$ cat src/port_cde_defs.vh
// Constants for the three-port general purpose I/O block
`ifndef PORT_CDE_DEFS_VH
`define PORT_CDE_DEFS_VH

// ============================================================
// Register offsets
`define MFP_DATA_ADDR 8'h07
`define SBP_DATA_ADDR 8'h08
`define CTL_DATA_ADDR 8'h09
`define MFP_DIR_ADDR 8'h87
`define SBP_DIR_ADDR 8'h88
`define CTL_DIR_ADDR 8'h89
`define ANALOG_CFG_ADDR 8'h9F

// ============================================================
// Reset values
`define MFP_DIR_RESET 8'hFF
`define SBP_DIR_RESET 8'hFF
`define CTL_DIR_RESET 3'h7
`define ANALOG_CFG_RESET 4'h0

// ============================================================
// Control and status field positions
`define IN_FULL_POS 7
`define OUT_FULL_POS 6
`define OVERFLOW_POS 5
`define MODE_SEL_POS 4

`endif

$ cat src/port_cde_io.v
// Three-port I/O block with parallel slave port control
// What this block does
// - Select picks port latch or peripheral output per multifunction pin.
// - Peripheral output enable acts only while its select is active.
// - Multifunction bits 0-2 carry timer oscillator and compare units.
// - Bit 3 is serial clock, bit 4 serial data in.
// - Bit 5 can carry serial data output.
// - Bits 6 and 7 serve the USART transmit/clock and receive/data.
// - Each slave bus port pin has its own direction bit.
// - Mode select turns the data port into a parallel slave port.
// - In slave mode pin n carries slave bus bit n.
// - Each of three control pins has its own direction bit.
// - In slave mode control pins become read, write, chip select.
// - Control pins set analog read as zero.
// - Direction bits still drive outputs while pins are analog.
// - After reset the control pins are analog inputs.
// - Direction one means input, zero means output.
// - Bit 3 of control direction register reads zero.
// - Write latches bus data on first chip select and write low.
// - Read drives latch onto bus on first chip select and read low.
// - Chip select is active low; strobes ignored when high.
`include "port_cde_defs.vh"
`default_nettype none

module port_cde_io
(
  input wire ref_clk,
  input wire rst,
  // Register port
  input wire [7:0] reg_addr,
  input wire [7:0] reg_wdata,
  input wire reg_wr,
  input wire reg_rd,
  output reg [7:0] reg_rdata,
  // Multifunction port pins
  input wire [7:0] multifunction_port_in,
  output wire [7:0] multifunction_port_out,
  output wire [7:0] multifunction_port_oe,
  // Peripheral hookups, one bit per multifunction pin
  input wire [7:0] periph_sel,
  input wire [7:0] periph_out,
  input wire [7:0] periph_oe,
  output wire [7:0] periph_in,
  // Slave bus port pins
  input wire [7:0] slave_bus_port_in,
  output reg [7:0] slave_bus_port_out,
  output wire [7:0] slave_bus_port_oe,
  // Control port pins
  input wire [2:0] control_port_in,
  output reg [2:0] control_port_out,
  output wire [2:0] control_port_oe,
  // Named peripheral views of the multifunction pins
  output wire secondary_timer_osc_out_in,
  output wire secondary_timer_osc_in_in,
  output wire capture_compare_pwm_unit1_in,
  output wire sync_serial_clock_in,
  output wire sync_serial_data_in,
  output wire usart_sync_data_in,
  output wire slave_port_mode_select
);

  // ============================================================
  // Registers
  reg [7:0] mfp_latch_reg;
  reg [7:0] mfp_dir_reg;
  reg [7:0] sbp_latch_reg;
  reg [7:0] sbp_dir_reg;
  reg [2:0] ctl_dir_reg;
  reg mode_reg;
  reg in_full_reg;
  reg out_full_reg;
  reg overflow_reg;
  reg [2:0] ctl_latch_reg;
  reg [3:0] analog_cfg_reg;
  reg [7:0] rdata_next;
  reg [7:0] sbp_in_reg;
  reg drive_bus_reg;
  wire rd_start;
  wire wr_start;
  wire [2:0] ctl_analog;
  wire cpu_reads_sbp;
  wire cpu_writes_sbp;
  wire cpu_writes_ctl_dir;
  wire sel_mfp_data;
  wire sel_sbp_data;
  wire sel_ctl_data;
  wire sel_mfp_dir;
  wire sel_sbp_dir;
  wire sel_ctl_dir;
  wire sel_analog;

  assign slave_port_mode_select = mode_reg;

  // ============================================================
  // Multifunction pins
  genvar i;
  generate
    for (i = 0; i < 8; i = i + 1)
    begin : g_mfp
      pin_mux_bit u_bit
      (
        .port_latch(mfp_latch_reg[i]),
        .port_dir_in(mfp_dir_reg[i]),
        .periph_sel(periph_sel[i]),
        .periph_out(periph_out[i]),
        .periph_oe(periph_oe[i]),
        .pin_out(multifunction_port_out[i]),
        .pin_oe(multifunction_port_oe[i])
      );
    end
  endgenerate

  // Pins fan out to their peripherals; output side comes through periph_out
  assign periph_in = multifunction_port_in;
  assign secondary_timer_osc_out_in = multifunction_port_in[0];
  assign secondary_timer_osc_in_in = multifunction_port_in[1];
  assign capture_compare_pwm_unit1_in = multifunction_port_in[2];
  assign sync_serial_clock_in = multifunction_port_in[3];
  assign sync_serial_data_in = multifunction_port_in[4];
  assign usart_sync_data_in = multifunction_port_in[7];
  // serial data out arrives on periph_out[5] under periph_sel[5]

  // ============================================================
  // Analog selection of the control pins
  // Simplified map: codes below 4'h6 keep all three pins analog
  // Codes 4'h6 and up make them digital, as slave mode needs
  // analog after reset
  assign ctl_analog = (analog_cfg_reg < 4'h6) ? 3'h7 : 3'h0;

  // ============================================================
  // Slave strobe detection
  // Select on bit 2, write on bit 1, read on bit 0, all active low
  // control pins become strobes
  slave_strobe_sync u_strobe
  (
    .ref_clk(ref_clk),
    .rst(rst),
    .enable(mode_reg),
    .cs_n(control_port_in[2]),
    .rd_n(control_port_in[0]),
    .wr_n(control_port_in[1]),
    .rd_start(rd_start),
    .wr_start(wr_start)
  );

  // ============================================================
  // Pin drivers
  // Direction bits keep control of the strobe pins in slave mode too
  // per-pin control direction
  assign control_port_oe = ~ctl_dir_reg;

  // pin n carries bus bit n
  // drive bus while read is held
  assign slave_bus_port_oe = mode_reg ? {8{drive_bus_reg}} : ~sbp_dir_reg;

  // Registered data outputs
  // Registered so a register write never glitches a pin
  always @(posedge ref_clk)
  begin
    if (rst)
    begin
      slave_bus_port_out <= 8'h00;
      control_port_out <= 3'h0;
    end
    else
    begin
      slave_bus_port_out <= sbp_latch_reg;
      control_port_out <= ctl_latch_reg;
    end
  end

  // Bus driven from the read start until the strobe or select lifts
  // Dropped on the first clock edge after either line lifts, so the master is never fought
  always @(posedge ref_clk)
  begin
    if (rst)
      drive_bus_reg <= 1'b0;
    else if (rd_start)
      drive_bus_reg <= 1'b1;
    else if (!mode_reg || control_port_in[0] || control_port_in[2])
      drive_bus_reg <= 1'b0;
  end

  // ============================================================
  // Address decode, one select per register
  assign sel_mfp_data = (reg_addr == `MFP_DATA_ADDR);
  assign sel_sbp_data = (reg_addr == `SBP_DATA_ADDR);
  assign sel_ctl_data = (reg_addr == `CTL_DATA_ADDR);
  assign sel_mfp_dir = (reg_addr == `MFP_DIR_ADDR);
  assign sel_sbp_dir = (reg_addr == `SBP_DIR_ADDR);
  assign sel_ctl_dir = (reg_addr == `CTL_DIR_ADDR);
  assign sel_analog = (reg_addr == `ANALOG_CFG_ADDR);

  // Strobed accesses that move a flag
  assign cpu_reads_sbp = reg_rd && sel_sbp_data;
  assign cpu_writes_sbp = reg_wr && sel_sbp_data;
  assign cpu_writes_ctl_dir = reg_wr && sel_ctl_dir;

  // ============================================================
  // Port data latches
  always @(posedge ref_clk)
  begin
    if (rst)
    begin
      mfp_latch_reg <= 8'h00;
      sbp_latch_reg <= 8'h00;
      ctl_latch_reg <= 3'h0;
    end
    else if (reg_wr)
    begin
      if (sel_mfp_data)
        mfp_latch_reg <= reg_wdata;
      if (sel_sbp_data)
        sbp_latch_reg <= reg_wdata;
      if (sel_ctl_data)
        ctl_latch_reg <= reg_wdata[2:0];
    end
  end

  // ============================================================
  // Direction, mode and analog configuration
  // Directions reset to inputs so no pin drives before software asks
  always @(posedge ref_clk)
  begin
    if (rst)
    begin
      mfp_dir_reg <= `MFP_DIR_RESET;
      sbp_dir_reg <= `SBP_DIR_RESET;
      ctl_dir_reg <= `CTL_DIR_RESET;
      mode_reg <= 1'b0;
      analog_cfg_reg <= `ANALOG_CFG_RESET;
    end
    else if (reg_wr)
    begin
      if (sel_mfp_dir)
        mfp_dir_reg <= reg_wdata;
      if (sel_sbp_dir)
        sbp_dir_reg <= reg_wdata;
      if (sel_analog)
        analog_cfg_reg <= reg_wdata[3:0];
      if (sel_ctl_dir)
      begin
        // one direction bit per control pin
        ctl_dir_reg <= reg_wdata[2:0];
        mode_reg <= reg_wdata[`MODE_SEL_POS];
      end
    end
  end

  // ============================================================
  // Slave-port input byte and status flags
  // latch external data
  always @(posedge ref_clk)
  begin
    if (rst)
      sbp_in_reg <= 8'h00;
    else if (wr_start)
      sbp_in_reg <= slave_bus_port_in;
  end

  // input full flag, set beats clear
  always @(posedge ref_clk)
  begin
    if (rst)
      in_full_reg <= 1'b0;
    else if (wr_start)
      in_full_reg <= 1'b1;
    else if (cpu_reads_sbp)
      in_full_reg <= 1'b0;
  end

  // output full flag, CPU write wins
  always @(posedge ref_clk)
  begin
    if (rst)
      out_full_reg <= 1'b0;
    else if (cpu_writes_sbp)
      out_full_reg <= 1'b1;
    else if (rd_start)
      out_full_reg <= 1'b0;
  end

  // overflow on write while full
  // Software can only clear it; a new overflow in the same cycle wins
  always @(posedge ref_clk)
  begin
    if (rst)
      overflow_reg <= 1'b0;
    else if (wr_start && in_full_reg)
      overflow_reg <= 1'b1;
    else if (cpu_writes_ctl_dir && !reg_wdata[`OVERFLOW_POS])
      overflow_reg <= 1'b0;
  end

  // ============================================================
  // Read mux
  always @*
  begin
    rdata_next = 8'h00;
    case (reg_addr)
      `MFP_DATA_ADDR: rdata_next = multifunction_port_in;
      // Slave mode returns the byte the external master wrote
      `SBP_DATA_ADDR: rdata_next = mode_reg ? sbp_in_reg : slave_bus_port_in;
      `CTL_DATA_ADDR: rdata_next = {5'h00, control_port_in & ~ctl_analog};
      `MFP_DIR_ADDR: rdata_next = mfp_dir_reg;
      `SBP_DIR_ADDR: rdata_next = sbp_dir_reg;
      `CTL_DIR_ADDR: rdata_next = {in_full_reg, out_full_reg, overflow_reg, mode_reg, 1'b0, ctl_dir_reg};
      // Unmapped addresses fall through to zero
      `ANALOG_CFG_ADDR: rdata_next = {4'h0, analog_cfg_reg};
      default: rdata_next = 8'h00;
    endcase
  end

  // Read data one cycle after the strobe, zero otherwise
  always @(posedge ref_clk)
  begin
    if (rst)
      reg_rdata <= 8'h00;
    else if (reg_rd)
      reg_rdata <= rdata_next;
    else
      reg_rdata <= 8'h00;
  end

endmodule // port_cde_io

`default_nettype wire

$ cat src/pin_mux_bit.v
// One pin of the multifunction port with peripheral override
`default_nettype none

module pin_mux_bit
(
  input wire port_latch,
  input wire port_dir_in,
  input wire periph_sel,
  input wire periph_out,
  input wire periph_oe,
  output wire pin_out,
  output wire pin_oe
);

  // ============================================================
  // Output mux
  // data source select
  assign pin_out = periph_sel ? periph_out : port_latch;
  assign pin_oe = periph_sel ? periph_oe : ~port_dir_in;

endmodule // pin_mux_bit

`default_nettype wire

$ cat src/slave_strobe_sync.v
// Detects first-low of chip select with a read or write strobe
`default_nettype none

module slave_strobe_sync
(
  input wire ref_clk,
  input wire rst,
  input wire enable,
  input wire cs_n,
  input wire rd_n,
  input wire wr_n,
  output wire rd_start,
  output wire wr_start
);

  reg rd_act_reg;
  reg wr_act_reg;
  wire rd_act;
  wire wr_act;

  // ============================================================
  // Active levels, chip select gates both strobes
  // deselect ignores strobes
  assign rd_act = enable & ~cs_n & ~rd_n;
  assign wr_act = enable & ~cs_n & ~wr_n;

  // Remember previous level so an access fires once only
  always @(posedge ref_clk)
  begin
    if (rst)
    begin
      rd_act_reg <= 1'b0;
      wr_act_reg <= 1'b0;
    end
    else
    begin
      rd_act_reg <= rd_act;
      wr_act_reg <= wr_act;
    end
  end

  assign wr_start = wr_act & ~wr_act_reg;
  assign rd_start = rd_act & ~rd_act_reg;

endmodule // slave_strobe_sync

`default_nettype wire

$ cat config.mk
export PLATFORM = sky130hd
export DESIGN_NAME = port_cde_io
export DESIGN_NICKNAME = d
export VERILOG_FILES = /design/src/port_cde_io.v /design/src/pin_mux_bit.v /design/src/slave_strobe_sync.v
export VERILOG_INCLUDE_DIRS = /design/src
export SDC_FILE = /design/constraint.sdc
export NUM_CORES = 1
export LEC_CHECK = 0
export BUFFER_PORTS_ARGS = -buffer_cell sky130_fd_sc_hd__buf_4
export CAP_MARGIN = 10
export CORE_MARGIN = 5
export CORE_UTILIZATION = 45
export DETAILED_ROUTE_END_ITERATION = 10
export PLACE_DENSITY = 0.76
export SETUP_SLACK_MARGIN = 0.4
export SLEW_MARGIN = 15
export SYNTH_ARGS = -nofsm -noshare
export SYNTH_HDL_FRONTEND = slang
export SYNTH_SLANG_ARGS = --single-unit
$ cat constraint.sdc
create_clock -name ref_clk -period 1.4 [get_ports ref_clk]
set_input_delay 0 -clock ref_clk [delete_from_list [all_inputs] [get_ports ref_clk]]
set_output_delay 0 -clock ref_clk [all_outputs]
set_load 0.005 [all_outputs]
---- Word-level counts from Yosys, hierarchy flattened ----
Index checks and enable logic that the tools add are counted.
word-level totals
  register bits ........................... 76
  input port bits ......................... 63
  output and inout bits ................... 61
  word-level logic and storage cells ...... 98
operators by class
  magnitude comparators ................... 1
  eq/ne operators ......................... 7
  muxes and demuxes ....................... 28
  bitwise operators ....................... 23
  reduce and logical (&&, ||, !) cells .... 21
operator list
  cell                                                 number
  one-hot mux 8 bit (7 select lines)                   1
  == test 8 bit (second input constant)                4
  2-to-1 mux 1 bit                                     24
  == test 8 x 4 -> 1 bit (second input constant)       2
  2-to-1 mux 8 bit                                     2
  NOT 1 bit                                            14
  AND reduction 2 bit                                  7
  == test 8 x 3 -> 1 bit (second input constant)       1
  NOT 8 bit                                            1
  nonzero test 2 bit                                   4
  NOT 3 bit                                            2
  bitwise AND 1 bit                                    5
  logical AND 1 bit                                    5
  < comparator 4 x 3 -> 1 bit (second input constant)  1
  bitwise AND 3 bit                                    1
  2-to-1 mux 3 bit                                     1
  logical NOT 1 bit                                    2
  logical OR 1 bit                                     2
  OR reduction 2 bit                                   1

---- Depth between registers and ports, before layout ----
  depth in word-level cells ............... 6
  mapped depth ............................ 6
  mapped depth without buffers ............ 4

---- By module ----
From an unflattened synthesis, not the netlist that was laid out.
second synthesis, totals
  cell total of the unflattened synthesis .. 398
  area total of the unflattened synthesis .. 3562.2 µm²
by module, submodules not included
  module             times used  cells an instance  area an instance (µm²)  sequential area each (µm²)
  port_cde_io        1           368                3256.9                  1481.4
  pin_mux_bit        8           3                  28.8                    0.0
  slave_strobe_sync  1           6                  75.1                    40.0

---- Worst setup path after synthesis ----
No wires, ideal clock.
  path kind ............................... register -> register
  start ................................... register mode_reg, in the netlist slave_port_mode_select
  end ..................................... register reg_rdata[0]
  setup time .............................. 0.128 ns
  arrival ................................. 1.273 ns
  data required time ...................... 1.272 ns
  slack ................................... -0.001 ns
  cell stages (with the launch flop) ...... 6
  path buffers ............................ 1
  clock period less this slack ............ 1.401 ns
  path through ............................ dfxtp_1 buf_2 mux2_2 a22oi_1 o22a_1 a21oi_2
on the way
  word-level cells in the longest chain between the ends .. 2
ends and longest elaborated chain
  what                                RTL line           RTL
  start: declaration                  port_cde_io.v:69   reg mode_reg;
  start signal: assignment            port_cde_io.v:245  mode_reg <= reg_wdata[`MODE_SEL_POS];
  2-to-1 mux 8 bit                    port_cde_io.v:303  `SBP_DATA_ADDR: rdata_next = mode_reg ? sbp_in_reg : slave_bus_port_in;
  one-hot mux 8 bit (7 select lines)  port_cde_io.v:300  case (reg_addr)
  end signal: assignment              port_cde_io.v:320  reg_rdata <= rdata_next;
  end: declaration                    port_cde_io.v:34   output reg [7:0] reg_rdata,
Every way passes these cells.
A chain may end at the register's enable or synchronous reset.

---- Final worst setup path ----
  start ................................... register mode_reg, in the netlist slave_port_mode_select
  end ..................................... register reg_rdata[1]
Same word-level chain as after synthesis.

==> results <==
- In this run the clock root is driven by a sky130_fd_sc_hd__clkbuf_8.
- The share of async-settable or async-resettable flops after synthesis is 0%.
- The final number of max-transition violations is 0.
- The element type at the critical path end is a register.
- The number of nets handed over by synthesis was 459.
- The core region is 7810 um^2.
- Cells with a size suffix above 1 make up 44.2% of the layout.
- The I/O pin total is 124.
- The count of cells along the worst register-to-register path is 5.
- The synthesized area per cell is 9.22 um^2.
- The post-synthesis to final-layout area growth is 44.5%.
- Of all nets on the critical path, the largest fanout is 5.
- The clock latency reported for the late side of the worst-skew pair is 0.35 ns.
- The sequential share of the synthesized area is approximately two fifths.
- The final worst-path cycle share is slightly above 90%.
- During placement, the flow inserted port buffers numbering 123.
- The global-route usage over all layers is between 20% and 30%.
- The run finished with clean final reports.
- After detailed routing, the total wire length is 10.4 mm.
- The number of remaining DRC errors is 0.
- The leakage power is around 2.3 nW.
- During synthesis, Yosys emitted a total of 0 warnings.
- The worst path arrival time is 1.51 ns.
- The height of the chip is ~100 um.
- The total overflow left after global routing is 0.
- The share of Yosys cell area claimed by the top area cell type is 41.7%.
- The combinational group share of total power is 12.1%.
- The die outline area is 10000 um^2.
- The count of different cell masters after synthesis is 50.
- In this run the horizontal extent of the chip is 100 um.
- The synthesis-stage register bit count is 76.
- Clock-pin slew was measured on the worst setup and hold paths at 0.08 ns.
- The number of global-route vias before repair is 3324.
- The number of enable-type register cells in the synthesized netlist is 0.
- The initial antenna violation count is 0.
- For the pin with the worst max-slew slack, the measured transition is 0.469 ns.
- The worst supply voltage drop on vdd is roughly 500 uV.
- After synthesis the cells add up to 3650 um^2.
- The worst slew margin relative to its limit is 68.7%.
- The total number of H-tree levels is 3.
- The post-route minimum period is approximately 1.3 ns.
- The filler cells instantiated in the layout total 637.
- The detail route stage leaves a number of antenna-violating nets equal to 0.
- The cell taking the most area after synthesis is sky130_fd_sc_hd__dfxtp_1.
- At the worst endpoint, the required time is 1.61 ns.
- Of the total power, the share spent switching nets is 24.1%.
- The cell count after synthesis came out at 396.
- The path type of the worst setup path is register to register.
- The internal portion of total power is 3.38 mW.
- The most frequently used flop master after synthesis is sky130_fd_sc_hd__dfxtp_1.
- The average detailed-routed wire length per instance is roughly 16 um.
- Buffers inserted during clock tree synthesis total 9.
- By area the synthesized netlist is led by sky130_fd_sc_hd__dfxtp_1 (42%), sky130_fd_sc_hd__mux2i_1 (6.9%), sky130_fd_sc_hd__buf_4 (6.6%).
- At the end of routability-driven placement, the weighted congestion stood at 0.902.
- The worst hold path was traced through 3 stages.
- The buffer levels on the longest clock path is 2.
- The detailed-routing iteration count for the pre-antenna-repair pass is 4.
- At the end of the flow, the number of nets in the layout was between 500 and 600.
- The final hold violation count came to 0.
- The routed via count is roughly 3300.
- The critical path goes through buf_12 -> mux2_4 -> a22oi_2 -> o22a_1 -> a31oi_1.
- The placement row count is 32.
- The maximum number of pins on one net before global-route repair is 68.
- Summed over all nets, the switching power comes to between 1 and 1.5 mW.
- Setup repair after global routing could not meet its margin everywhere.
- For the final database, setup skew stands at 0.00944 ns.
- The kind of launch point of the worst setup path is a register.
- The TritonCTS sink count is 76.
- The number of endpoints failing setup at the final stage is 0.
- The global-route wire length before repair is around 16 mm.
- For this design the ratio of total power to cell area is 844 nW/um^2.
- For this configuration, the core starts out at a cell density of between 40% and 50%.
- In this run, flip-flops and latches consume about half of the power.
- After detailed routing, the number of vias per cell comes to 5.22.
- The maximum single-stage delay on the critical path is 0.39 ns.
- The share of total power dissipated in the clock network is 39.4%.
- The setup TNS after final layout is 0 ns.
- The initial DRC count is 169.
- Among all stages on the critical path, the largest delay is contributed by sky130_fd_sc_hd__dfxtp_4.
- Overall power consumption after layout is estimated at 4.45 mW.
- The sum of net half-perimeters after detailed placement is 7.46 mm.
- The number of maximum-capacitance violations is 0.
- For this run, the top clock speed supported by timing is 0.771 GHz.
- TritonCTS built the clock tree.
- The min-delay analysis places its worst path in the category primary input to register.
- The repair_antennas step left the layout with diodes totalling 0.
## final timing paths
kind                          startpoint                end  slack (ns)
setup / recovery  slave_port_mode_select       reg_rdata[1]        0.10
hold / removal                    reg_wr  analog_cfg_reg[3]        0.02
setup reg to reg  slave_port_mode_select       reg_rdata[1]        0.10
hold reg to reg            sbp_in_reg[4]      sbp_in_reg[4]        0.45
## kinds of logic (layout without fill, tap and decap cells)
logic type | Yosys count | after routing | synth area share (%)
compound gates | 88 | 88 | 16.6
buf+inv | 64 | 198 | 10.7
flops | 76 | 76 | 41.7
mux | 38 | 38 | 10.9
simple gates | 130 | 130 | 20.2
## layout by cell type (no fill, tap or decap), types with 4 or more instances in the layout
master | netlist | routed
sky130_fd_sc_hd__mux2_2 | 13 | 7
sky130_fd_sc_hd__o21ai_2 | 0 | 4
sky130_fd_sc_hd__a21oi_1 | 27 | 18
sky130_fd_sc_hd__buf_6 | 3 | 10
sky130_fd_sc_hd__nor2_1 | 44 | 43
sky130_fd_sc_hd__mux2i_1 | 25 | 24
sky130_fd_sc_hd__a211o_1 | 19 | 19
sky130_fd_sc_hd__mux2_4 | 0 | 6
sky130_fd_sc_hd__a21oi_2 | 1 | 8
sky130_fd_sc_hd__dfxtp_1 | 76 | 59
sky130_fd_sc_hd__nand2_1 | 34 | 34
sky130_fd_sc_hd__dfxtp_2 | 0 | 14
sky130_fd_sc_hd__buf_12 | 0 | 4
sky130_fd_sc_hd__clkbuf_8 | 0 | 11
sky130_fd_sc_hd__inv_1 | 14 | 14
sky130_fd_sc_hd__nor2b_1 | 12 | 12
sky130_fd_sc_hd__a22oi_1 | 9 | 7
sky130_fd_sc_hd__nand3_1 | 8 | 6
sky130_fd_sc_hd__buf_4 | 32 | 131
sky130_fd_sc_hd__dlygate4sd3_1 | 0 | 20
sky130_fd_sc_hd__o21ai_1 | 0 | 7
## per-stage QoR
step | setup slack, ns | util (%) | cell area (um^2) | hold slack [ns] | instances
2_1_floorplan | 0.156 | - | 3690 | 0.0793 | 396
3_3_place_gp | 0.0511 | 58.2 | 4540 | 0.179 | 588
3_5_place_dp | 0.0232 | 58.2 | 4540 | 0.181 | 588
4_1_cts | 0.0702 | 66.1 | 5160 | 0.00207 | 629
5_1_grt | 0.00460 | 67.5 | 5270 | 0.0101 | 632
6_report | 0.103 | 67.5 | 5270 | 0.0171 | 632
## per-layer routing
| layer | GRT usage (%) | vias to the layer above | share of wire (%) |
|---|---|---|---|
| met5 | 0 | - | 0 |
| met4 | 6.42 | 0 | 1.3 |
| li1 | - | 1620 | - |
| met3 | 5.21 | 9 | 8.4 |
| met2 | 35.1 | 134 | 49 |
| met1 | 25.6 | 1534 | 42 |
## layout make-up
class	instances	area, um^2	area share, %
Inverter	15	57.6	1.09
Tap cell	102	128	2.42
Timing Repair Buffer	167	1410	26.7
Clock inverter	5	60.1	1.14
Multi-Input combinational cell	256	1920	36.4
Sequential cell	76	1550	29.4
Clock buffer	11	151	2.87
## synthesized netlist by cell type (2+ instances only)
master                      number
sky130_fd_sc_hd__dfxtp_1        76
sky130_fd_sc_hd__nor2_1         44
sky130_fd_sc_hd__nand2_1        34
sky130_fd_sc_hd__buf_4          32
sky130_fd_sc_hd__a21oi_1        27
sky130_fd_sc_hd__mux2i_1        25
sky130_fd_sc_hd__a211o_1        19
sky130_fd_sc_hd__inv_1          14
sky130_fd_sc_hd__mux2_2         13
sky130_fd_sc_hd__nor2b_1        12
sky130_fd_sc_hd__o21ai_0        12
sky130_fd_sc_hd__a22oi_1         9
sky130_fd_sc_hd__clkbuf_1        9
sky130_fd_sc_hd__nand3_1         8
sky130_fd_sc_hd__buf_2           5
sky130_fd_sc_hd__nor3_1          4
sky130_fd_sc_hd__buf_6           3
sky130_fd_sc_hd__nand2b_1        3
sky130_fd_sc_hd__o2bb2ai_1       3
sky130_fd_sc_hd__a222oi_1        2
sky130_fd_sc_hd__a22o_1          2
sky130_fd_sc_hd__a31oi_1         2
sky130_fd_sc_hd__and3_1          2
sky130_fd_sc_hd__nand3_2         2
sky130_fd_sc_hd__nand3_4         2
sky130_fd_sc_hd__nor3b_1         2
sky130_fd_sc_hd__nor4b_4         2
sky130_fd_sc_hd__o22a_1          2
sky130_fd_sc_hd__o32ai_1         2
sky130_fd_sc_hd__or3_1           2
sky130_fd_sc_hd__or4_4           2
sky130_fd_sc_hd__or4b_1          2
## power groups by stage
| stage | Combinational [mW] | Clock (mW) | Sequential, mW |
|---|---|---|---|
| 2_1_floorplan | 0.223 | 0 | 2.21 |
| 3_3_place_gp | 0.448 | 0 | 2.22 |
| 3_5_place_dp | 0.458 | 0 | 2.22 |
| 4_1_cts | 0.524 | 1.78 | 2.16 |
| 5_1_grt | 0.578 | 1.88 | 2.16 |
| 6_report | 0.538 | 1.75 | 2.16 |
## what timing repair did
action | CTS | global route
buffers inserted | 5 | 3
hold buffers | 20 | 0
gates resized for setup | 51 | 26
setup endpoints to repair | 43 | 68
pin swaps | 7 | 11
endpoints found under the hold margin | 42 | 0
## critical path: cells and delay by family (launching register included)
kind	cells	cell delay, ns
AOI/OAI and AO/OA	3	0.35
buffers and inverters	1	0.12
DFF	1	0.39
muxes	1	0.30
(Power assumes the default switching activity.)
